[src/pmrc_regs.svh]
`ifndef PMRC_REGS_SVH
`define PMRC_REGS_SVH

// Channel count and the channels that stay usable during reset and limp home.
`define PMRC_NUM_CH           4
`define PMRC_RESTRICT_CH_MASK 4'h7

// Sense selector code that parks the device in stand-by.
`define PMRC_SEL_STANDBY      3'h7

// Clock rate and the timing figures in their own units.
`define PMRC_CLK_MHZ          250
`define PMRC_LH_ACK_MIN_US    5
`define PMRC_WU_PO_MAX_US     200
`define PMRC_WU_STCH_MAX_US   200

// Cycle counts derived from the figures above.
`define PMRC_LH_ACK_CYCLES    (`PMRC_LH_ACK_MIN_US * `PMRC_CLK_MHZ)
`define PMRC_WU_PO_CYCLES     (`PMRC_WU_PO_MAX_US * `PMRC_CLK_MHZ)
`define PMRC_WU_STCH_CYCLES   (`PMRC_WU_STCH_MAX_US * `PMRC_CLK_MHZ)

`endif

[src/pmrc_pkg.sv]
package pmrc_pkg;

  typedef enum logic [1:0] {
    ST_STANDBY = 2'h0,
    ST_WAKE    = 2'h1,
    ST_NORMAL  = 2'h3,
    ST_LIMP    = 2'h2
  } mode_t;

  typedef logic [3:0] ch_vec_t;

endpackage : pmrc_pkg

[src/power_mode_reset_control.sv]
`timescale 1ns/1ps
`include "pmrc_regs.svh"
module power_mode_reset_control #(
  parameter int unsigned WU_PO_CYCLES   = `PMRC_WU_PO_CYCLES,
  parameter int unsigned WU_STCH_CYCLES = `PMRC_WU_STCH_CYCLES
) (
  input  wire logic             i_sys_clk,                 // Logic clock.
  input  wire logic             i_rst,                     // Async reset, active high.
  input  wire logic             i_logic_supply_ok,         // Logic supply above threshold.
  input  wire logic             i_switch_supply_ok,        // Power-switch supply present.
  input  wire logic             i_fallback_input,          // Limp home request pin.
  input  wire pmrc_pkg::ch_vec_t i_parallel_channel_inputs, // Parallel channel pins.
  input  wire logic [2:0]       i_sense_selector,          // Sense selector register field.
  input  wire logic             i_pwm_start_bit,           // PWM start register bit.
  input  wire logic             i_soft_reset_bit,          // Soft reset bit written as 1.
  input  wire pmrc_pkg::ch_vec_t i_reg_channel_on,         // Register channel-on bits.
  input  wire logic             i_frame_done,              // Serial frame completed.
  input  wire logic             i_standby_flag_clear,      // Software clears stand-by flag.
  output logic                  o_register_reset,          // Serial register reset.
  output logic                  o_serial_enable,           // Serial interface active.
  output logic                  o_write_enable,            // Serial writes accepted.
  output logic                  o_frame_fault_flag,        // Fault flag for next frame.
  output logic                  o_standby_flag,            // Sticky stand-by status.
  output logic                  o_clear_error_latches,     // Clear all error latches.
  output pmrc_pkg::ch_vec_t     o_error_latch_clear,       // Per-channel latch clear pulse.
  output pmrc_pkg::ch_vec_t     o_load_switches,           // Power stage on commands.
  output pmrc_pkg::mode_t       o_mode,                    // Operating mode.
  output logic                  o_limp_home,               // Limp home status bit.
  output logic                  o_wake_busy,               // Host must not access yet.
  output logic                  o_input_map_enable,        // Input-assigned mapping allowed.
  output logic                  o_diag_enable,             // Diagnosis available.
  output logic                  o_sense_enable,            // Current sensing available.
  output logic                  o_protection_enable        // Over-temperature protection on.
);
  import pmrc_pkg::*;

  localparam int unsigned LH_ACK_CYCLES = `PMRC_LH_ACK_CYCLES;

  ////////////////////////////////////////////////////////////////////////////////
  // Input synchronisers.

  logic    fb_meta;
  logic    fb_sync;
  ch_vec_t in_meta;
  ch_vec_t in_sync;
  ch_vec_t in_prev;
  logic    supply_prev;

  always_ff @(posedge i_sys_clk or posedge i_rst) begin
    if (i_rst) begin
      fb_meta     <= 1'b0;
      fb_sync     <= 1'b0;
      in_meta     <= 4'h0;
      in_sync     <= 4'h0;
      in_prev     <= 4'h0;
      supply_prev <= 1'b0;
    end else begin
      fb_meta     <= i_fallback_input;
      fb_sync     <= fb_meta;
      in_meta     <= i_parallel_channel_inputs;
      in_sync     <= in_meta;
      in_prev     <= in_sync;
      supply_prev <= i_logic_supply_ok;
    end
  end

  ////////////////////////////////////////////////////////////////////////////////
  // Limp home qualification.

  logic [11:0] lh_cnt;
  logic        lh_qual;

  // The shortest permitted time is used so the device reacts well inside the window.
  assign lh_qual = fb_sync && (lh_cnt == 12'(LH_ACK_CYCLES));

  always_ff @(posedge i_sys_clk or posedge i_rst) begin
    if (i_rst) begin
      lh_cnt <= 12'h000;
    end else if (!fb_sync) begin
      lh_cnt <= 12'h000;
    end else if (lh_cnt != 12'(LH_ACK_CYCLES)) begin
      lh_cnt <= lh_cnt + 12'h001;
    end
  end

  ////////////////////////////////////////////////////////////////////////////////
  // Mode state machine.

  mode_t       state;
  mode_t       next_state;
  logic [16:0] wake_cnt;
  logic        standby_cond;
  logic        wake_req;
  logic        limp_entry;

  // Without logic supply the selector and PWM bit sit at reset values anyway.
  assign standby_cond = (!i_logic_supply_ok ||
                         (i_sense_selector == `PMRC_SEL_STANDBY && !i_pwm_start_bit)) &&
                        (in_sync == 4'h0) && !fb_sync;
  assign wake_req     = i_logic_supply_ok &&
                        (i_sense_selector != `PMRC_SEL_STANDBY || i_pwm_start_bit);
  assign limp_entry   = lh_qual && (state != ST_LIMP) && !(state == ST_WAKE && o_limp_home);

  always_comb begin
    next_state = state;
    case (state)
      ST_STANDBY: begin
        if (lh_qual) begin
          next_state = ST_WAKE;
        end else if (wake_req) begin
          next_state = ST_WAKE;
        end else if (in_sync != 4'h0) begin
          next_state = ST_NORMAL;
        end
      end
      ST_WAKE: begin
        if (wake_cnt <= 17'h00001) begin
          next_state = o_limp_home ? ST_LIMP : ST_NORMAL;
        end
      end
      ST_NORMAL: begin
        if (lh_qual) begin
          next_state = ST_LIMP;
        end else if (standby_cond) begin
          next_state = ST_STANDBY;
        end
      end
      ST_LIMP: begin
        if (!fb_sync) begin
          next_state = standby_cond ? ST_STANDBY : ST_NORMAL;
        end
      end
      default: begin
        next_state = ST_STANDBY;
      end
    endcase
  end

  always_ff @(posedge i_sys_clk or posedge i_rst) begin
    if (i_rst) begin
      state <= ST_STANDBY;
    end else begin
      state <= next_state;
    end
  end

  always_ff @(posedge i_sys_clk or posedge i_rst) begin
    if (i_rst) begin
      o_mode <= ST_STANDBY;
    end else begin
      o_mode <= next_state;
    end
  end

  always_ff @(posedge i_sys_clk or posedge i_rst) begin
    if (i_rst) begin
      o_limp_home <= 1'b0;
    end else if (!fb_sync) begin
      o_limp_home <= 1'b0;
    end else if (lh_qual) begin
      o_limp_home <= 1'b1;
    end
  end

  ////////////////////////////////////////////////////////////////////////////////
  // Power-on wake-up timer; also gates host access after supply start-up.

  logic wake_start;

  assign wake_start = (state == ST_STANDBY && next_state == ST_WAKE) ||
                      (i_logic_supply_ok && !supply_prev);

  always_ff @(posedge i_sys_clk or posedge i_rst) begin
    if (i_rst) begin
      wake_cnt <= 17'h00000;
    end else if (wake_start) begin
      wake_cnt <= 17'(WU_PO_CYCLES);
    end else if (wake_cnt != 17'h00000) begin
      wake_cnt <= wake_cnt - 17'h00001;
    end
  end

  always_ff @(posedge i_sys_clk or posedge i_rst) begin
    if (i_rst) begin
      o_wake_busy <= 1'b1;
    end else begin
      o_wake_busy <= !i_logic_supply_ok || wake_start ||
                     (wake_cnt > 17'h00001);
    end
  end

  ////////////////////////////////////////////////////////////////////////////////
  // Reset generation.

  logic reset_hold;

  // Stand-by entry is deliberately absent here, so programmed settings survive it.
  always_ff @(posedge i_sys_clk or posedge i_rst) begin
    if (i_rst) begin
      o_register_reset <= 1'b1;
    end else begin
      o_register_reset <= !i_logic_supply_ok ||
                          i_soft_reset_bit ||
                          (limp_entry && i_switch_supply_ok);
    end
  end

  assign reset_hold = o_register_reset || !i_logic_supply_ok || (state == ST_LIMP);

  always_ff @(posedge i_sys_clk or posedge i_rst) begin
    if (i_rst) begin
      o_frame_fault_flag <= 1'b1;
    end else if (o_register_reset) begin
      o_frame_fault_flag <= 1'b1;
    end else if (i_frame_done) begin
      o_frame_fault_flag <= 1'b0;
    end
  end

  always_ff @(posedge i_sys_clk or posedge i_rst) begin
    if (i_rst) begin
      o_serial_enable <= 1'b0;
      o_write_enable  <= 1'b0;
    end else begin
      o_serial_enable <= i_logic_supply_ok;
      o_write_enable  <= i_logic_supply_ok && !o_limp_home && !lh_qual &&
                         !o_register_reset;
    end
  end

  ////////////////////////////////////////////////////////////////////////////////
  // Stand-by status and error latch clearing.

  always_ff @(posedge i_sys_clk or posedge i_rst) begin
    if (i_rst) begin
      o_standby_flag <= 1'b0;
    end else if (state != ST_STANDBY && next_state == ST_STANDBY) begin
      o_standby_flag <= 1'b1;
    end else if (i_standby_flag_clear) begin
      o_standby_flag <= 1'b0;
    end
  end

  always_ff @(posedge i_sys_clk or posedge i_rst) begin
    if (i_rst) begin
      o_clear_error_latches <= 1'b1;
    end else begin
      o_clear_error_latches <= (next_state == ST_STANDBY) ||
                               o_register_reset;
    end
  end

  always_ff @(posedge i_sys_clk or posedge i_rst) begin
    if (i_rst) begin
      o_error_latch_clear <= 4'h0;
    end else if (state == ST_LIMP) begin
      o_error_latch_clear <= in_sync & ~in_prev & `PMRC_RESTRICT_CH_MASK;
    end else begin
      o_error_latch_clear <= 4'h0;
    end
  end

  ////////////////////////////////////////////////////////////////////////////////
  // Channel control.

  ch_vec_t     pin_req;
  ch_vec_t     reg_req;
  logic [16:0] ch_cnt;

  assign pin_req = reset_hold ? (in_sync & `PMRC_RESTRICT_CH_MASK) : in_sync;
  assign reg_req = (state == ST_NORMAL && !reset_hold) ? i_reg_channel_on : 4'h0;

  // The extra delay only applies when nothing was on, so a running channel never glitches.
  always_ff @(posedge i_sys_clk or posedge i_rst) begin
    if (i_rst) begin
      ch_cnt <= 17'h00000;
    end else if (pin_req == 4'h0) begin
      ch_cnt <= 17'h00000;
    end else if (state == ST_STANDBY && o_load_switches == 4'h0 && ch_cnt == 17'h00000) begin
      ch_cnt <= 17'(WU_STCH_CYCLES);
    end else if (ch_cnt != 17'h00000) begin
      ch_cnt <= ch_cnt - 17'h00001;
    end
  end

  always_ff @(posedge i_sys_clk or posedge i_rst) begin
    if (i_rst) begin
      o_load_switches <= 4'h0;
    end else if (ch_cnt > 17'h00001) begin
      o_load_switches <= reg_req;
    end else if (state == ST_STANDBY && o_load_switches == 4'h0 && pin_req != 4'h0) begin
      o_load_switches <= 4'h0;
    end else begin
      o_load_switches <= reg_req | pin_req;
    end
  end

  ////////////////////////////////////////////////////////////////////////////////
  // Diagnosis and feature availability.

  always_ff @(posedge i_sys_clk or posedge i_rst) begin
    if (i_rst) begin
      o_input_map_enable  <= 1'b0;
      o_diag_enable       <= 1'b0;
      o_sense_enable      <= 1'b0;
      o_protection_enable <= 1'b0;
    end else begin
      o_input_map_enable  <= !reset_hold;
      o_diag_enable       <= i_logic_supply_ok &&
                             (state == ST_NORMAL || state == ST_LIMP);
      o_sense_enable      <= i_logic_supply_ok && state == ST_NORMAL &&
                             !o_limp_home;
      o_protection_enable <= 1'b1;
    end
  end

endmodule : power_mode_reset_control

[config.mk]
export PLATFORM = sky130hd
export DESIGN_NAME = power_mode_reset_control
export DESIGN_NICKNAME = d
export VERILOG_FILES = /design/src/pmrc_pkg.sv /design/src/power_mode_reset_control.sv
export VERILOG_INCLUDE_DIRS = /design/src
export SDC_FILE = /design/constraint.sdc
export NUM_CORES = 1
export LEC_CHECK = 0
export BUFFER_PORTS_ARGS = -buffer_cell sky130_fd_sc_hd__buf_2
export CELL_PAD_IN_SITES_DETAIL_PLACEMENT = 0
export CELL_PAD_IN_SITES_GLOBAL_PLACEMENT = 1
export CORE_ASPECT_RATIO = 1.5
export CORE_UTILIZATION = 30
export CTS_CLUSTER_SIZE = 28
export DETAILED_ROUTE_END_ITERATION = 16
export HOLD_SLACK_MARGIN = 0.02
export PLACE_DENSITY = 0.53
export RECOVER_POWER = 50
export SYNTH_ARGS = -nofsm -noshare
export SYNTH_HDL_FRONTEND = slang
export SYNTH_SLANG_ARGS = --single-unit
[constraint.sdc]
create_clock -name i_sys_clk -period 3.3 [get_ports i_sys_clk]
set_input_delay 0.66 -clock i_sys_clk [delete_from_list [all_inputs] [get_ports i_sys_clk]]
set_output_delay 0.66 -clock i_sys_clk [all_outputs]
set_load 0.02 [all_outputs]
## After elaboration in Yosys (flattened, before gate mapping)

Index checks and enable logic that the tools add are counted.

| storage, ports and cells | value |
|---|---|
| bits in registers | 81 |
| input bits | 20 |
| logic and storage cells | 128 |

| cells by class | value |
|---|---|
| add/subtract/negate cells | 3 |
| order comparisons | 3 |
| eq/ne operators | 11 |
| mux-type cells | 28 |
| bitwise operators | 3 |
| reductions and logical operators | 57 |

Operators with widths:

| cell | number |
|---|---|
| two-way mux 17 bit | 5 |
| > comparator 17 x 1 -> 1 bit, second input constant | 2 |
| nonzero test 17 bit | 2 |
| subtractor 17 x 1 -> 17 bit, second input constant | 2 |
| two-way mux 12 bit | 2 |
| logical AND 1 bit | 22 |
| <= comparator 17 x 1 -> 1 bit, second input constant | 1 |
| logical NOT 17 bit | 1 |
| two-way mux 2 bit | 8 |
| two-way mux 4 bit | 4 |
| adder 12 x 1 -> 12 bit, second input constant | 1 |
| equality test 12 x 11 -> 1 bit, second input constant | 1 |
| logical NOT 4 bit | 3 |
| inequality test 12 x 11 -> 1 bit, second input constant | 1 |
| logical OR 1 bit | 11 |
| logical NOT 1 bit | 9 |
| one-hot mux 2 bit (4 select lines) | 1 |
| nonzero test 2 bit | 4 |
| nonzero test 4 bit | 2 |
| two-way mux 1 bit | 7 |
| equality test 2 x 1 -> 1 bit, second input constant | 2 |
| equality test 2 bit, second input constant | 2 |
| logical NOT 2 bit | 2 |
| inequality test 2 x 1 -> 1 bit, second input constant | 2 |
| other kinds (8) | 8 |

## Depth between registers and ports, before layout

Gate-level depths: netlist (run 1).

| logic depth | value |
|---|---|
| word-level depth | 13 |
| depth in mapped cells | 8 |
| mapped depth without buffers | 7 |

## Worst setup path after synthesis (run 1)

OpenSTA, ideal clock, no wires.

| path | value |
|---|---|
| kind | flip-flop to flip-flop |
| start point | register ch_cnt[10] |
| end point | register o_load_switches[0] |
| library setup time | 121 ps |
| arrival time | 2,008 ps |
| data required time | 3,179 ps |
| setup slack | 1,171 ps |
| cell stages (with the launch flop) | 6 |
| buffers on the path | 0 |
| cells stage by stage | dfrtp_1 -> or4_4 -> or4_4 -> nor4b_4 -> and3_4 -> nor2_1 |

| on the way | value |
|---|---|
| word-level cells in the longest chain between the ends | 2 |

RTL lines:

| element | RTL line | text |
|---|---|---|
| from (decl) | power_mode_reset_control.sv:268 | `logic [16:0] ch_cnt;` |
| from (signal assigned) | power_mode_reset_control.sv:280 | `ch_cnt <= 17'(WU_STCH_CYCLES);` |
| from (signal assigned) | power_mode_reset_control.sv:282 | `ch_cnt <= ch_cnt - 17'h00001;` |
| > comparator 17 x 1 -> 1 bit | power_mode_reset_control.sv:289 | `end else if (ch_cnt > 17'h00001) begin` |
| two-way mux 4 bit | power_mode_reset_control.sv:289 |  |
| to (signal assigned) | power_mode_reset_control.sv:290 | `o_load_switches <= reg_req;` |
| to (signal assigned) | power_mode_reset_control.sv:294 | `o_load_switches <= reg_req \| pin_req;` |
| to (decl) | power_mode_reset_control.sv:26 | `output pmrc_pkg::ch_vec_t o_load_switches,` |

Every way passes these cells.
A chain may end at the register's enable or synchronous reset.

## Worst setup path after layout (run 1)

| path | value |
|---|---|
| start point | register ch_cnt[10] |
| end point | register ch_cnt[15] |

| on the way | value |
|---|---|
| word-level cells in the longest chain between the ends | 4 |
| elaborated cells on any way between the ends | 8 |
| those cells by class | 1 x add/sub; 3 x mux; 4 x reduce/logical |

RTL lines:

| element | RTL line | text |
|---|---|---|
| subtractor 17 x 1 -> 17 bit or logical NOT 17 bit (tied branches) | power_mode_reset_control.sv:282, power_mode_reset_control.sv:279 |  |
| two-way mux 17 bit or logical AND 1 bit (tied branches) | power_mode_reset_control.sv:281, power_mode_reset_control.sv:279 |  |
| two-way mux 17 bit | power_mode_reset_control.sv:279 | `end else if (state == ST_STANDBY && o_load_switches == 4'h0 && ch_cnt == 17'h00000) begin` |
| two-way mux 17 bit | power_mode_reset_control.sv:277 | `end else if (pin_req == 4'h0) begin` |

Parallel ways exist; a longest one is shown, timed or not. The select of a mux whose other input is x is not followed.

==> results of run 1 <==
cell usage in the layout, fill, tap and decap left out, drive strengths merged, types with 3 or more instances in the layout:
| master | netlist | routed |
|---|---|---|
| o211ai | 3 | 3 |
| and3 | 6 | 6 |
| dfstp | 4 | 4 |
| nor2b | 6 | 6 |
| a22oi | 3 | 3 |
| or3 | 5 | 5 |
| dfrtp | 76 | 76 |
| nand2 | 20 | 20 |
| nand4b | 3 | 3 |
| nor3 | 10 | 10 |
| buf | 3 | 44 |
| or4 | 4 | 4 |
| a21oi | 11 | 11 |
| a211oi | 5 | 5 |
| nor3b | 4 | 4 |
| xnor2 | 17 | 17 |
| o21ai | 10 | 10 |
| nand3 | 22 | 22 |
| clkbuf | 4 | 10 |
| clkinvlp | 0 | 4 |
| nor4 | 8 | 8 |
| xor2 | 15 | 15 |
| ha | 7 | 7 |
| a31oi | 5 | 5 |
| nand2b | 3 | 3 |
| and2 | 12 | 12 |
| nand4 | 8 | 8 |
| nor2 | 36 | 36 |
| inv | 14 | 15 |
logic make-up (layout without fill, tap and decap cells):
kind of cell             count (synthesis)  after routing  share of synthesized area, %
other                                    2              2                         0.204
multiplexers                             1              1                         0.272
buffers and inverters                   21             75                          2.44
adder cells (fa/ha/maj)                  7              7                          2.38
flip-flops                              80             80                          54.4
AO/OA/AOI/OAI                           52             52                          9.44
AND/OR/NAND/NOR                        153            153                          23.2
XOR/XNOR                                32             32                          7.60
through the flow:
step           power, uW  instance area (um^2)
3_3_place_gp        2220                  4090
5_1_grt             3420                  4390
4_1_cts             3260                  4400
6_report            3210                  4390
2_1_floorplan       1970                  3690
3_5_place_dp        2220                  4090
worst max-delay path, delay by kind of cell, from the launching register on:
family | cells | cell delay, ns
AOI/OAI and AO/OA | 2 | 0.51
and+or+nand+nor | 3 | 1.21
DFF | 1 | 0.42
final cells by class:
type / count / area [um^2] / area share, %
Inverter: 14 / 53.8 / 1.22
Clock buffer: 9 / 225 / 5.13
Multi-Input combinational cell: 247 / 1590 / 36.2
Tap cell: 153 / 191 / 4.36
Sequential cell: 80 / 2010 / 45.7
Timing Repair Buffer: 45 / 249 / 5.67
Clock inverter: 7 / 78.8 / 1.79
power by group:
group	leakage (uW)	internal, uW	switching, uW
Clock	0.000139	592	423
Sequential	0.00100	1140	171
Combinational	0.000802	361	520
Total	0.00194	2100	1110
routing by layer:
layer / vias to the layer above / GRT usage, %
met2: 41 / 25.2
met1: 1318 / 16.9
li1: 1323 / -
met5: - / 0
met3: 7 / 2.10
met4: 0 / 7.90
registers in the layout, indices dropped and copies added, names as in the netlist, 2 cells and up:
register,flops
ch_cnt,17
wake_cnt,17
lh_cnt,12
in_meta,4
in_sync,4
o_load_switches,4
in_prev,3
o_error_latch_clear,3
o_mode,2
worst max-delay path by stage:
stage / start / to / slack [ns] / cells after the start
floorplan: i_rst / ch_cnt[0] / 0.59 / 1
CTS: ch_cnt[10] / ch_cnt[4] / 1.0 / 5
global route: ch_cnt[10] / ch_cnt[14] / 0.80 / 5
detailed placement: ch_cnt[10] / ch_cnt[6] / 1.01 / 5
global placement: ch_cnt[10] / o_load_switches[2] / 1.04 / 5
finish: ch_cnt[10] / ch_cnt[15] / 1.01 / 5
==> metrics.txt, run 1 <==
# TYPE chip_impl_metric gauge
chip_impl_metric{name="post_cts_resized",unit=""} 0
chip_impl_metric{name="floorplan.die_area",unit="um^2"} 12700
chip_impl_metric{name="first_drt_pass_iteration_count",unit=""} 4
chip_impl_metric{name="area_growth",unit="%"} 19.2
chip_impl_metric{name="leakage",unit="uW"} 0.00194
chip_impl_metric{name="worst-endpoint-arrival",unit="ns"} 2.48
chip_impl_metric{name="yosysWarnings",unit=""} 0
chip_impl_info{name="top_layer_used",value="met4"} 1
chip_impl_metric{name="wl_met2",unit="mm"} 4.59
chip_impl_info{name="crit_path_cell_trace",value="or4_4 > nor4_4 > nand3_2 > o21ai_1 > a21oi_1"} 1
chip_impl_metric{name="design.core.area",unit="um^2"} 12000
chip_impl_metric{name="grt_overflow",unit=""} 0
chip_impl_metric{name="ctsHoldBuffers",unit=""} 0
chip_impl_info{name="regToRegStartpoint",value="ch_cnt[10]"} 1
chip_impl_info{name="timing.rr.end",value="ch_cnt[15]"} 1
chip_impl_metric{name="report.final.slew_viol_count",unit=""} 39
chip_impl_metric{name="max-cap-violations",unit=""} 1
chip_impl_metric{name="grt_use_total",unit="%"} 14.4
chip_impl_metric{name="finalCriticalPeriod",unit="ns"} 2.29
chip_impl_metric{name="power.density_cell_area",unit="nW/um^2"} 730
chip_impl_metric{name="max_stage_delay",unit="ns"} 0.60
chip_impl_metric{name="synth.top_cell.area_share",unit="%"} 51.6
chip_impl_metric{name="routed_length_on_met3",unit="um"} 173
chip_impl_metric{name="ys_seq_area_share",unit="%"} 54.4
chip_impl_metric{name="io_pins",unit=""} 42
chip_impl_info{name="rsz0062_at_grt",value="false"} 1
chip_impl_info{name="most_used_dff_post_synth",value="sky130_fd_sc_hd__dfrtp_1"} 1
chip_impl_metric{name="place_worst_setup_slack",unit="ns"} 1.01
chip_impl_metric{name="ratio_of_cells_with_drive_above_1_in_the_final_layout",unit="%"} 18.9
chip_impl_metric{name="synthArstFlopShare",unit="%"} 100
chip_impl_metric{name="synth_area",unit="um^2"} 3690
chip_impl_metric{name="avgViaCountPerCell",unit=""} 4.85
chip_impl_metric{name="post-cts-setup-buffers",unit=""} 0
chip_impl_metric{name="fin_util",unit="%"} 36.8
chip_impl_info{name="run_status",value="complete, but fails checks"} 1
chip_impl_metric{name="aggregate_negative_setup_slack",unit="ns"} 0
chip_impl_metric{name="vdd_drop_max",unit="mV"} 0.306
chip_impl_metric{name="clock_tree.buffer_depth",unit=""} 2
chip_impl_metric{name="reg2reg_setup_slack",unit="ns"} 1.01
chip_impl_metric{name="finalSetupViolations",unit=""} 0
chip_impl_metric{name="synthesis.area_per_instance",unit="um^2"} 10.6
chip_impl_metric{name="tightestPinTransition",unit="ns"} 1.86
chip_impl_metric{name="final_cells",unit=""} 555
chip_impl_metric{name="dpl.cell_count",unit=""} 539
chip_impl_metric{name="timing.clock.skew",unit="ns"} 0.00901
chip_impl_metric{name="synth_enable_flop_cells",unit=""} 0
chip_impl_info{name="critPathSlowestCell",value="sky130_fd_sc_hd__or4_4"} 1
chip_impl_info{name="sort_of_element_at_the_start_of_the_critical_path",value="flip-flop"} 1
chip_impl_metric{name="clock_pin_slew_reported_for_the_worst_setup_and_hold_paths_after_clock_tree_synthesis",unit="ns"} 0.07
chip_impl_metric{name="share_of_the_clock_period_used_by_the_worst_path",unit="%"} 69.3
chip_impl_metric{name="first_global_vias",unit=""} 2669
chip_impl_info{name="min_to",value="in_sync[1]"} 1
chip_impl_metric{name="antenna-diode-count",unit=""} 0
chip_impl_metric{name="reg2regPathDepth",unit=""} 5
chip_impl_info{name="setup.worst_path.class",value="flip-flop to flip-flop"} 1
chip_impl_metric{name="drt_iter0_drc",unit=""} 101
chip_impl_metric{name="worst_ep_required_time",unit="ns"} 3.50
chip_impl_metric{name="netlist_cell_types",unit=""} 56
chip_impl_metric{name="upper_clock_frequency_limit",unit="GHz"} 0.437
chip_impl_metric{name="synthesis.nets",unit=""} 375
chip_impl_metric{name="worstHoldPathCells",unit=""} 0
chip_impl_info{name="violations",value="capacitance limit, slew limit"} 1
chip_impl_metric{name="finalWirelength",unit="mm"} 8.48
chip_impl_info{name="synth_common_cells",value="sky130_fd_sc_hd__dfrtp_1 (76), sky130_fd_sc_hd__nor2_1 (36), sky130_fd_sc_hd__nand3_1 (21)"} 1
chip_impl_metric{name="grt_pass1_wl",unit="mm"} 13.8
chip_impl_info{name="cts_tree",value="built"} 1
chip_impl_metric{name="die_h",unit="um"} 138
chip_impl_metric{name="grt_start_max_net_pins",unit=""} 43
chip_impl_metric{name="drc",unit=""} 0
chip_impl_metric{name="finalWeightedCongestion",unit=""} 0.748
chip_impl_metric{name="io_buffer_count",unit=""} 40
chip_impl_metric{name="fill_cells",unit=""} 1220
chip_impl_info{name="min_delay_startpoint",value="in_meta[1]"} 1
chip_impl_metric{name="post_dr_wirelength_cell",unit="um"} 15.3
chip_impl_info{name="synth_most_common_cell",value="sky130_fd_sc_hd__dfrtp_1"} 1
chip_impl_metric{name="num_rows",unit=""} 49
chip_impl_info{name="min-delay-path-class",value="flip-flop to flip-flop"} 1
chip_impl_metric{name="dieWidth",unit="um"} 92.5
chip_impl_metric{name="synth_cells",unit=""} 348
chip_impl_metric{name="setup_slack",unit="ns"} 1.01
chip_impl_metric{name="synth.ff_latch_count",unit=""} 80
chip_impl_metric{name="slew_headroom",unit="%"} -24.7
chip_impl_info{name="yosys-top-cells-area",value="sky130_fd_sc_hd__dfrtp_1 (52%), sky130_fd_sc_hd__xnor2_1 (4.0%), sky130_fd_sc_hd__nor2_1 (3.7%)"} 1
chip_impl_metric{name="initial_core_util",unit="%"} 30.8
chip_impl_metric{name="numCtsBuffers",unit=""} 9
chip_impl_metric{name="final_hold_viol_count",unit=""} 0
chip_impl_metric{name="critical_path_peak_fanout",unit=""} 7
chip_impl_metric{name="clk-insertion-delay-late",unit="ns"} 0.34
chip_impl_metric{name="cts_max_level",unit=""} 3
chip_impl_metric{name="worst_hold_slack",unit="ns"} 0.348
chip_impl_metric{name="hpwlAfterDp",unit="mm"} 6.07
chip_impl_metric{name="cts.sink_count",unit=""} 80
chip_impl_info{name="endpoint_kind",value="flip-flop"} 1
chip_impl_metric{name="antenna_violating_nets_post_route",unit=""} 0
chip_impl_metric{name="final_nets",unit=""} 424
chip_impl_info{name="cts_root_buffer",value="sky130_fd_sc_hd__clkbuf_16"} 1
chip_impl_metric{name="antenna_violations_before_repair",unit=""} 0
chip_impl_metric{name="wire_length_on_met1",unit="mm"} 3.56
chip_impl_info{name="synth_area_leader_cell",value="sky130_fd_sc_hd__dfrtp_1"} 1
chip_impl_metric{name="vias",unit=""} 2689
Power figures use the tool's default switching activity.
==> inputs of run 2 (changes only) <==
ABC_AREA = 1   (was unset)
PLACE_DENSITY = 0.56   (was 0.53)
clock period = 2.1 ns   (was 3.3 ns; I/O delays follow)
==> run 2 against run 1 <==
  * The flow now finishes without violations
  * Total power grew 69%
  * Fmax grew 23%
  * Sequential share of layout area shrank 3.7 points
  * Worst hold slack lost 0.17 ns
  * Sequential power grew 61%
  * Critical path depth grew 4
  * Die area grew 11%
  * Highest routed layer unchanged
==> metrics.txt, run 2 <==
# TYPE chip_impl_metric gauge
chip_impl_metric{name="clk-insertion-delay-late",unit="ns"} 0.34
chip_impl_metric{name="num_rows",unit=""} 51
chip_impl_info{name="synth_area_leader_cell",value="sky130_fd_sc_hd__dfrtp_1"} 1
chip_impl_metric{name="numCtsBuffers",unit=""} 9
chip_impl_info{name="layout_commonest_cell",value="sky130_fd_sc_hd__nand2_1"} 1
chip_impl_metric{name="area_growth",unit="%"} 17.1
chip_impl_metric{name="die_h",unit="um"} 145
chip_impl_metric{name="finalSetupViolations",unit=""} 0
chip_impl_metric{name="ctsHoldBuffers",unit=""} 0
chip_impl_info{name="setup.worst_path.class",value="flip-flop to flip-flop"} 1
chip_impl_metric{name="timing.clock.skew",unit="ns"} 0.0104
chip_impl_metric{name="synth_enable_flop_cells",unit=""} 0
chip_impl_metric{name="post_cts_resized",unit=""} 0
chip_impl_metric{name="post_dr_wirelength_cell",unit="um"} 13.3
chip_impl_metric{name="first_drt_pass_iteration_count",unit=""} 4
chip_impl_metric{name="hpwlAfterDp",unit="mm"} 6.94
chip_impl_info{name="yosys-top-cells-area",value="sky130_fd_sc_hd__dfrtp_1 (47%), sky130_fd_sc_hd__nand2_1 (8.7%), sky130_fd_sc_hd__nor2_1 (6.7%)"} 1
chip_impl_info{name="endpoint_kind",value="flip-flop"} 1
chip_impl_metric{name="initial_core_util",unit="%"} 31.1
chip_impl_metric{name="finalWeightedCongestion",unit=""} 0.758
chip_impl_metric{name="worst-endpoint-arrival",unit="ns"} 2.08
chip_impl_metric{name="max_stage_delay",unit="ns"} 0.40
chip_impl_info{name="run_status",value="finished clean"} 1
chip_impl_info{name="min-delay-path-class",value="input port to flip-flop"} 1
chip_impl_metric{name="ys_seq_area_share",unit="%"} 49.1
chip_impl_metric{name="power.density_cell_area",unit="nW/um^2"} 1130
chip_impl_metric{name="synth.top_cell.area_share",unit="%"} 46.6
chip_impl_metric{name="drt_iter0_drc",unit=""} 119
chip_impl_metric{name="finalCriticalPeriod",unit="ns"} 1.86
chip_impl_metric{name="clock_pin_slew_reported_for_the_worst_setup_and_hold_paths_after_clock_tree_synthesis",unit="ns"} 0.07
chip_impl_metric{name="io_pins",unit=""} 42
chip_impl_info{name="rsz0062_at_grt",value="false"} 1
chip_impl_info{name="cts_tree",value="built"} 1
chip_impl_info{name="synth_common_cells",value="sky130_fd_sc_hd__nand2_1 (95), sky130_fd_sc_hd__dfrtp_1 (76), sky130_fd_sc_hd__nor2_1 (73)"} 1
chip_impl_metric{name="synth_cells",unit=""} 477
chip_impl_metric{name="share_of_the_clock_period_used_by_the_worst_path",unit="%"} 88.6
chip_impl_metric{name="leakage",unit="uW"} 0.00230
chip_impl_metric{name="max-cap-violations",unit=""} 0
chip_impl_metric{name="design.core.area",unit="um^2"} 13100
chip_impl_metric{name="netlist_cell_types",unit=""} 41
chip_impl_info{name="layout.cells.most_common_list",value="sky130_fd_sc_hd__nand2_1 (95), sky130_fd_sc_hd__dfrtp_1 (76), sky130_fd_sc_hd__nor2_1 (73)"} 1
chip_impl_metric{name="critical_path_peak_fanout",unit=""} 13
chip_impl_metric{name="vdd_drop_max",unit="mV"} 0.369
chip_impl_metric{name="tightestPinTransition",unit="ns"} 1.10
chip_impl_metric{name="cts.sink_count",unit=""} 80
chip_impl_metric{name="antenna-diode-count",unit=""} 0
chip_impl_metric{name="slew_headroom",unit="%"} 26.7
chip_impl_metric{name="worstHoldPathCells",unit=""} 1
chip_impl_metric{name="worst_ep_required_time",unit="ns"} 2.32
chip_impl_info{name="crit_path_cell_trace",value="inv_1 > ha_1 > nand2_2 > nor2_8 > nand3_4 > inv_2 > nand2_1 > nand2_4 > nor2_1"} 1
chip_impl_metric{name="first_global_vias",unit=""} 3276
chip_impl_metric{name="drc",unit=""} 0
chip_impl_metric{name="avgViaCountPerCell",unit=""} 4.53
chip_impl_metric{name="dieWidth",unit="um"} 97.3
chip_impl_metric{name="fill_cells",unit=""} 1391
chip_impl_metric{name="final_hold_viol_count",unit=""} 0
chip_impl_metric{name="aggregate_negative_setup_slack",unit="ns"} 0
chip_impl_metric{name="synthesis.nets",unit=""} 504
chip_impl_metric{name="synthArstFlopShare",unit="%"} 100
chip_impl_info{name="cts_root_buffer",value="sky130_fd_sc_hd__clkbuf_16"} 1
chip_impl_metric{name="grt_start_max_net_pins",unit=""} 81
chip_impl_metric{name="synthesis.area_per_instance",unit="um^2"} 8.56
chip_impl_metric{name="io_buffer_count",unit=""} 40
chip_impl_metric{name="ratio_of_cells_with_drive_above_1_in_the_final_layout",unit="%"} 20.5
chip_impl_metric{name="reg2regPathDepth",unit=""} 9
chip_impl_metric{name="worst_hold_slack",unit="ns"} 0.177
chip_impl_metric{name="floorplan.die_area",unit="um^2"} 14100
chip_impl_metric{name="synth.ff_latch_count",unit=""} 80
chip_impl_metric{name="clock_tree.buffer_depth",unit=""} 2
chip_impl_metric{name="final_nets",unit=""} 553
chip_impl_info{name="reg_top3",value="ch_cnt: 17 flops, wake_cnt: 17 flops, lh_cnt: 12 flops"} 1
chip_impl_info{name="sort_of_element_at_the_start_of_the_critical_path",value="flip-flop"} 1
chip_impl_metric{name="cts_max_level",unit=""} 3
chip_impl_metric{name="grt_use_total",unit="%"} 14.5
chip_impl_metric{name="antenna_violating_nets_post_route",unit=""} 0
chip_impl_metric{name="finalWirelength",unit="mm"} 9.21
chip_impl_info{name="synth_most_common_cell",value="sky130_fd_sc_hd__nand2_1"} 1
chip_impl_metric{name="upper_clock_frequency_limit",unit="GHz"} 0.537
chip_impl_metric{name="yosysWarnings",unit=""} 0
chip_impl_metric{name="vias",unit=""} 3129
chip_impl_metric{name="grt_overflow",unit=""} 0
chip_impl_info{name="most_used_dff_post_synth",value="sky130_fd_sc_hd__dfrtp_1"} 1
chip_impl_metric{name="antenna_violations_before_repair",unit=""} 0
chip_impl_metric{name="grt_pass1_wl",unit="mm"} 15.9
chip_impl_info{name="critPathSlowestCell",value="sky130_fd_sc_hd__dfrtp_1"} 1
chip_impl_metric{name="synth_area",unit="um^2"} 4080
chip_impl_metric{name="report.final.slew_viol_count",unit=""} 0
chip_impl_metric{name="post-cts-setup-buffers",unit=""} 0
[run 2: kinds of logic (layout without fill, tap and decap cells)]
| group | Yosys count | after routing | synth area share (%) |
|---|---|---|---|
| compound gates | 44 | 44 | 6.46 |
| xor+xnor | 18 | 18 | 3.86 |
| fa+ha+maj | 7 | 7 | 2.14 |
| buf+inv | 67 | 121 | 6.83 |
| flops | 80 | 80 | 49.1 |
| other cells | 2 | 2 | 0.184 |
| simple gates | 259 | 259 | 31.4 |
[run 2: report_power, final]
group / internal (uW) / switching, uW / leakage, uW
sequential: 1830 / 283 / 0.00100
combinational: 571 / 1050 / 0.00114
clock: 1050 / 650 / 0.000153
[run 2: stage by stage]
step / power [uW] / instance area (um^2) / utilization, % / cells / worst slack [ns]
floorplan: 3380 / 4090 / - / 477 / 0.540
global placement: 3780 / 4480 / 34.1 / 674 / 0.289
detailed placement: 3790 / 4480 / 34.1 / 674 / 0.247
CTS: 5530 / 4800 / 36.5 / 690 / 0.218
global route: 5860 / 4780 / 36.4 / 690 / 0.0778
finish: 5430 / 4780 / 36.4 / 690 / 0.239
[run 2: final cells by class]
| cell class | count | area [um^2] | share of cell area, % |
|---|---|---|---|
| flip-flops and latches | 80 | 2010 | 42.0 |
| clock buffers | 10 | 229 | 4.79 |
| inverters | 61 | 233 | 4.87 |
| well taps | 159 | 199 | 4.16 |
| multi-input cells | 330 | 1800 | 37.6 |
| clock inverters | 6 | 90.1 | 1.88 |
| repair buffers | 44 | 228 | 4.76 |
[run 2: worst paths after layout]
path	to	slack, ns	start
max	ch_cnt[12]	0.24	ch_cnt[0]
min	in_meta[3]	0.18	i_parallel_channel_inputs[3]
max reg2reg	ch_cnt[12]	0.24	ch_cnt[0]
min reg2reg	in_sync[2]	0.34	in_meta[2]
max in group asynchronous	lh_cnt[2]	0.93	i_rst
min in group asynchronous	ch_cnt[7]	0.47	i_rst
[run 2: per-layer routing]
metal	vias to the layer above	GRT usage (%)	wire, um
met4	0	6.11	183
met2	50	26.3	4800
met5	-	0	0
met1	1457	16.2	3890
li1	1611	-	-
met3	11	3.41	327
[run 2: worst max-delay path: cells and delay by family, from the launching register on]
family        cells  cell delay (ns)
simple gates      6             0.83
flops             1             0.40
fa+ha+maj         1             0.26
buf+inv           2             0.25
==> inputs of run 3 (changes only) <==
ABC_AREA = 0   (was 1)
CORE_UTILIZATION = 35   (was 30)
PLACE_DENSITY = 0.63   (was 0.56)
==> run 3 against run 2 <==
  * Cell area shrank 4.5%
  * Largest cell class unchanged
  * Sequential power is 4% lower
  * Via count shrank 10%
  * Worst hold slack gained 0.0071 ns
  * Critical path type unchanged
  * Core utilization up 8.4 points
  * Count of clock-buffer cells in the layout unchanged
  * Critical endpoint is now o_load_switches[3]
  * First-iteration DRC count grew 39%
  * Final cell count down 18%
  * Sequential share of layout area is 2.0 points higher
  * Die area down 22%
  * Register-to-register slack lost 0.21 ns
==> metrics.txt, run 3 (synthesis results as in run 1) <==
# TYPE chip_impl_metric gauge
chip_impl_info{name="run_status",value="finished clean"} 1
chip_impl_metric{name="leakage",unit="uW"} 0.00207
chip_impl_metric{name="final_hold_viol_count",unit=""} 0
chip_impl_info{name="rsz0062_at_grt",value="true"} 1
chip_impl_info{name="critPathSlowestCell",value="sky130_fd_sc_hd__or4_4"} 1
chip_impl_metric{name="clock_pin_slew_reported_for_the_worst_setup_and_hold_paths_after_clock_tree_synthesis",unit="ns"} 0.06
chip_impl_metric{name="cts_max_level",unit=""} 3
chip_impl_metric{name="placed_area",unit="um^2"} 4260
chip_impl_metric{name="first_global_vias",unit=""} 2804
chip_impl_metric{name="worst_ep_required_time",unit="ns"} 2.37
chip_impl_metric{name="share_of_the_clock_period_used_by_the_worst_path",unit="%"} 98.5
chip_impl_metric{name="finalSetupViolations",unit=""} 0
chip_impl_info{name="layout_commonest_cell",value="sky130_fd_sc_hd__dfrtp_1"} 1
chip_impl_metric{name="drt_iter0_drc",unit=""} 165
chip_impl_metric{name="max-cap-violations",unit=""} 0
chip_impl_metric{name="upper_clock_frequency_limit",unit="GHz"} 0.484
chip_impl_metric{name="fill_cells",unit=""} 1011
chip_impl_metric{name="antenna_violations_before_repair",unit=""} 0
chip_impl_metric{name="max_stage_delay",unit="ns"} 0.53
chip_impl_metric{name="grt_use_total",unit="%"} 16.2
chip_impl_metric{name="finalWirelength",unit="mm"} 8.22
chip_impl_metric{name="dieWidth",unit="um"} 85.8
chip_impl_metric{name="io_buffer_count",unit=""} 40
chip_impl_metric{name="final_nets",unit=""} 448
chip_impl_metric{name="vias",unit=""} 2813
chip_impl_metric{name="die_h",unit="um"} 128
chip_impl_metric{name="tightestPinTransition",unit="ns"} 1.43
chip_impl_metric{name="fin_util",unit="%"} 44.8
chip_impl_metric{name="power.density_cell_area",unit="nW/um^2"} 1160
chip_impl_info{name="cts_tree",value="built"} 1
chip_impl_metric{name="area_growth",unit="%"} 23.9
chip_impl_metric{name="finalWeightedCongestion",unit=""} 0.790
chip_impl_metric{name="numCtsBuffers",unit=""} 9
chip_impl_metric{name="design.core.area",unit="um^2"} 10200
chip_impl_metric{name="grt_overflow",unit=""} 0
chip_impl_info{name="cpMostUsedCell",value="sky130_fd_sc_hd__or4_4"} 1
chip_impl_metric{name="antenna-diode-count",unit=""} 0
chip_impl_metric{name="avgViaCountPerCell",unit=""} 4.96
chip_impl_metric{name="initial_core_util",unit="%"} 36.2
chip_impl_metric{name="io_pins",unit=""} 42
chip_impl_metric{name="report.final.slew_viol_count",unit=""} 0
chip_impl_metric{name="first_drt_pass_iteration_count",unit=""} 4
chip_impl_info{name="setup.worst_path.class",value="flip-flop to flip-flop"} 1
chip_impl_metric{name="dpl.cell_count",unit=""} 550
chip_impl_metric{name="cts.sink_count",unit=""} 80
chip_impl_metric{name="vdd_drop_max",unit="mV"} 0.647
chip_impl_metric{name="stdcell_area",unit="um^2"} 4570
chip_impl_metric{name="num_rows",unit=""} 45
chip_impl_info{name="reg_top3",value="ch_cnt: 17 flops, wake_cnt: 17 flops, lh_cnt: 12 flops"} 1
chip_impl_metric{name="ratio_of_cells_with_drive_above_1_in_the_final_layout",unit="%"} 23.7
chip_impl_metric{name="finalPower",unit="uW"} 5280
chip_impl_metric{name="floorplan.die_area",unit="um^2"} 11000
chip_impl_metric{name="worst-endpoint-arrival",unit="ns"} 2.34
chip_impl_info{name="min-delay-path-class",value="input port to flip-flop"} 1
chip_impl_metric{name="slew_headroom",unit="%"} 4.78
chip_impl_metric{name="critical_path.n_buffers_inverters",unit=""} 1
chip_impl_info{name="cts_root_buffer",value="sky130_fd_sc_hd__clkbuf_16"} 1
chip_impl_metric{name="grt_start_max_net_pins",unit=""} 58
chip_impl_metric{name="clk-insertion-delay-late",unit="ns"} 0.34
chip_impl_metric{name="finalCriticalPeriod",unit="ns"} 2.07
chip_impl_info{name="sort_of_element_at_the_start_of_the_critical_path",value="flip-flop"} 1
chip_impl_metric{name="ctsHoldBuffers",unit=""} 0
chip_impl_metric{name="antenna_violating_nets_post_route",unit=""} 0
chip_impl_metric{name="critical_path_peak_fanout",unit=""} 4
chip_impl_metric{name="timing.clock.skew",unit="ns"} 0.0111
chip_impl_metric{name="post_dr_wirelength_cell",unit="um"} 14.5
chip_impl_metric{name="clock_tree.buffer_depth",unit=""} 2
chip_impl_metric{name="final_cells",unit=""} 567
chip_impl_info{name="cp_top_family",value="simple AND/OR/NAND/NOR gates"} 1
chip_impl_info{name="crit_path_cell_trace",value="or4_4 > or4_4 > nor4b_4 > buf_4 > a32oi_1 > nor2_1"} 1
chip_impl_metric{name="grt_pass1_wl",unit="mm"} 13.6
chip_impl_info{name="endpoint_kind",value="flip-flop"} 1
chip_impl_info{name="layout.cells.most_common_list",value="sky130_fd_sc_hd__dfrtp_1 (76), sky130_fd_sc_hd__buf_2 (40), sky130_fd_sc_hd__nor2_1 (36)"} 1
chip_impl_metric{name="drc",unit=""} 0
chip_impl_metric{name="hpwlAfterDp",unit="mm"} 6.03
-- run 3: final cells by class --
class                      instances  area [um^2]  share of cell area, %
sequential                        80         2010                   43.9
clock inverter                     6         73.8                   1.62
multi-input combinational        247         1600                   35.0
tap                              141          176                   3.86
inverter                          14         53.8                   1.18
timing repair buffer              69          420                   9.20
clock buffer                      10          239                   5.23
-- run 3: power by group --
part	total [uW]	switching [uW]	internal [uW]	leakage (uW)
clock network	1620	653	970	0.000154
registers	2030	236	1800	0.00100
logic	1620	884	737	0.000917
total	5280	1770	3500	0.00207
-- run 3: per-stage QoR --
| stage | TNS (ns) | worst slack [ns] | hold slack (ns) |
|---|---|---|---|
| 2_1_floorplan | -0.116 | -0.0291 | 0.331 |
| 3_3_place_gp | 0 | 0.0658 | 0.333 |
| 3_5_place_dp | 0 | 0.0379 | 0.335 |
| 4_1_cts | 0 | 0.0218 | 0.173 |
| 5_1_grt | -0.179 | -0.0607 | 0.172 |
| 6_report | 0 | 0.0324 | 0.184 |
-- run 3: final timing paths --
check	startpoint	endpoint	slack [ns]	cells past startpoint
setup / recovery	ch_cnt[10]	o_load_switches[3]	0.03	6
hold / removal	i_parallel_channel_inputs[0]	in_meta[0]	0.18	1
setup reg to reg	ch_cnt[10]	o_load_switches[3]	0.03	6
hold reg to reg	in_meta[1]	in_sync[1]	0.35	0
max in group asynchronous	i_rst	wake_cnt[11]	0.64	3
min in group asynchronous	i_rst	in_meta[1]	0.49	3
-- run 3: per-layer routing --
metal / GRT usage [%] / wire length (um) / up-vias
met4: 6.57 / 138 / 0
met2: 28.9 / 4550 / 40
met1: 18.8 / 3300 / 1390
met5: 0 / 0 / -
met3: 3.16 / 227 / 11
li1: - / - / 1372
-- run 3: what timing repair did --
action                                  in CTS  in global routing
endpoints found under the setup margin       0                 13
gates resized for setup                      0                  2
buffers inserted                             0                  1
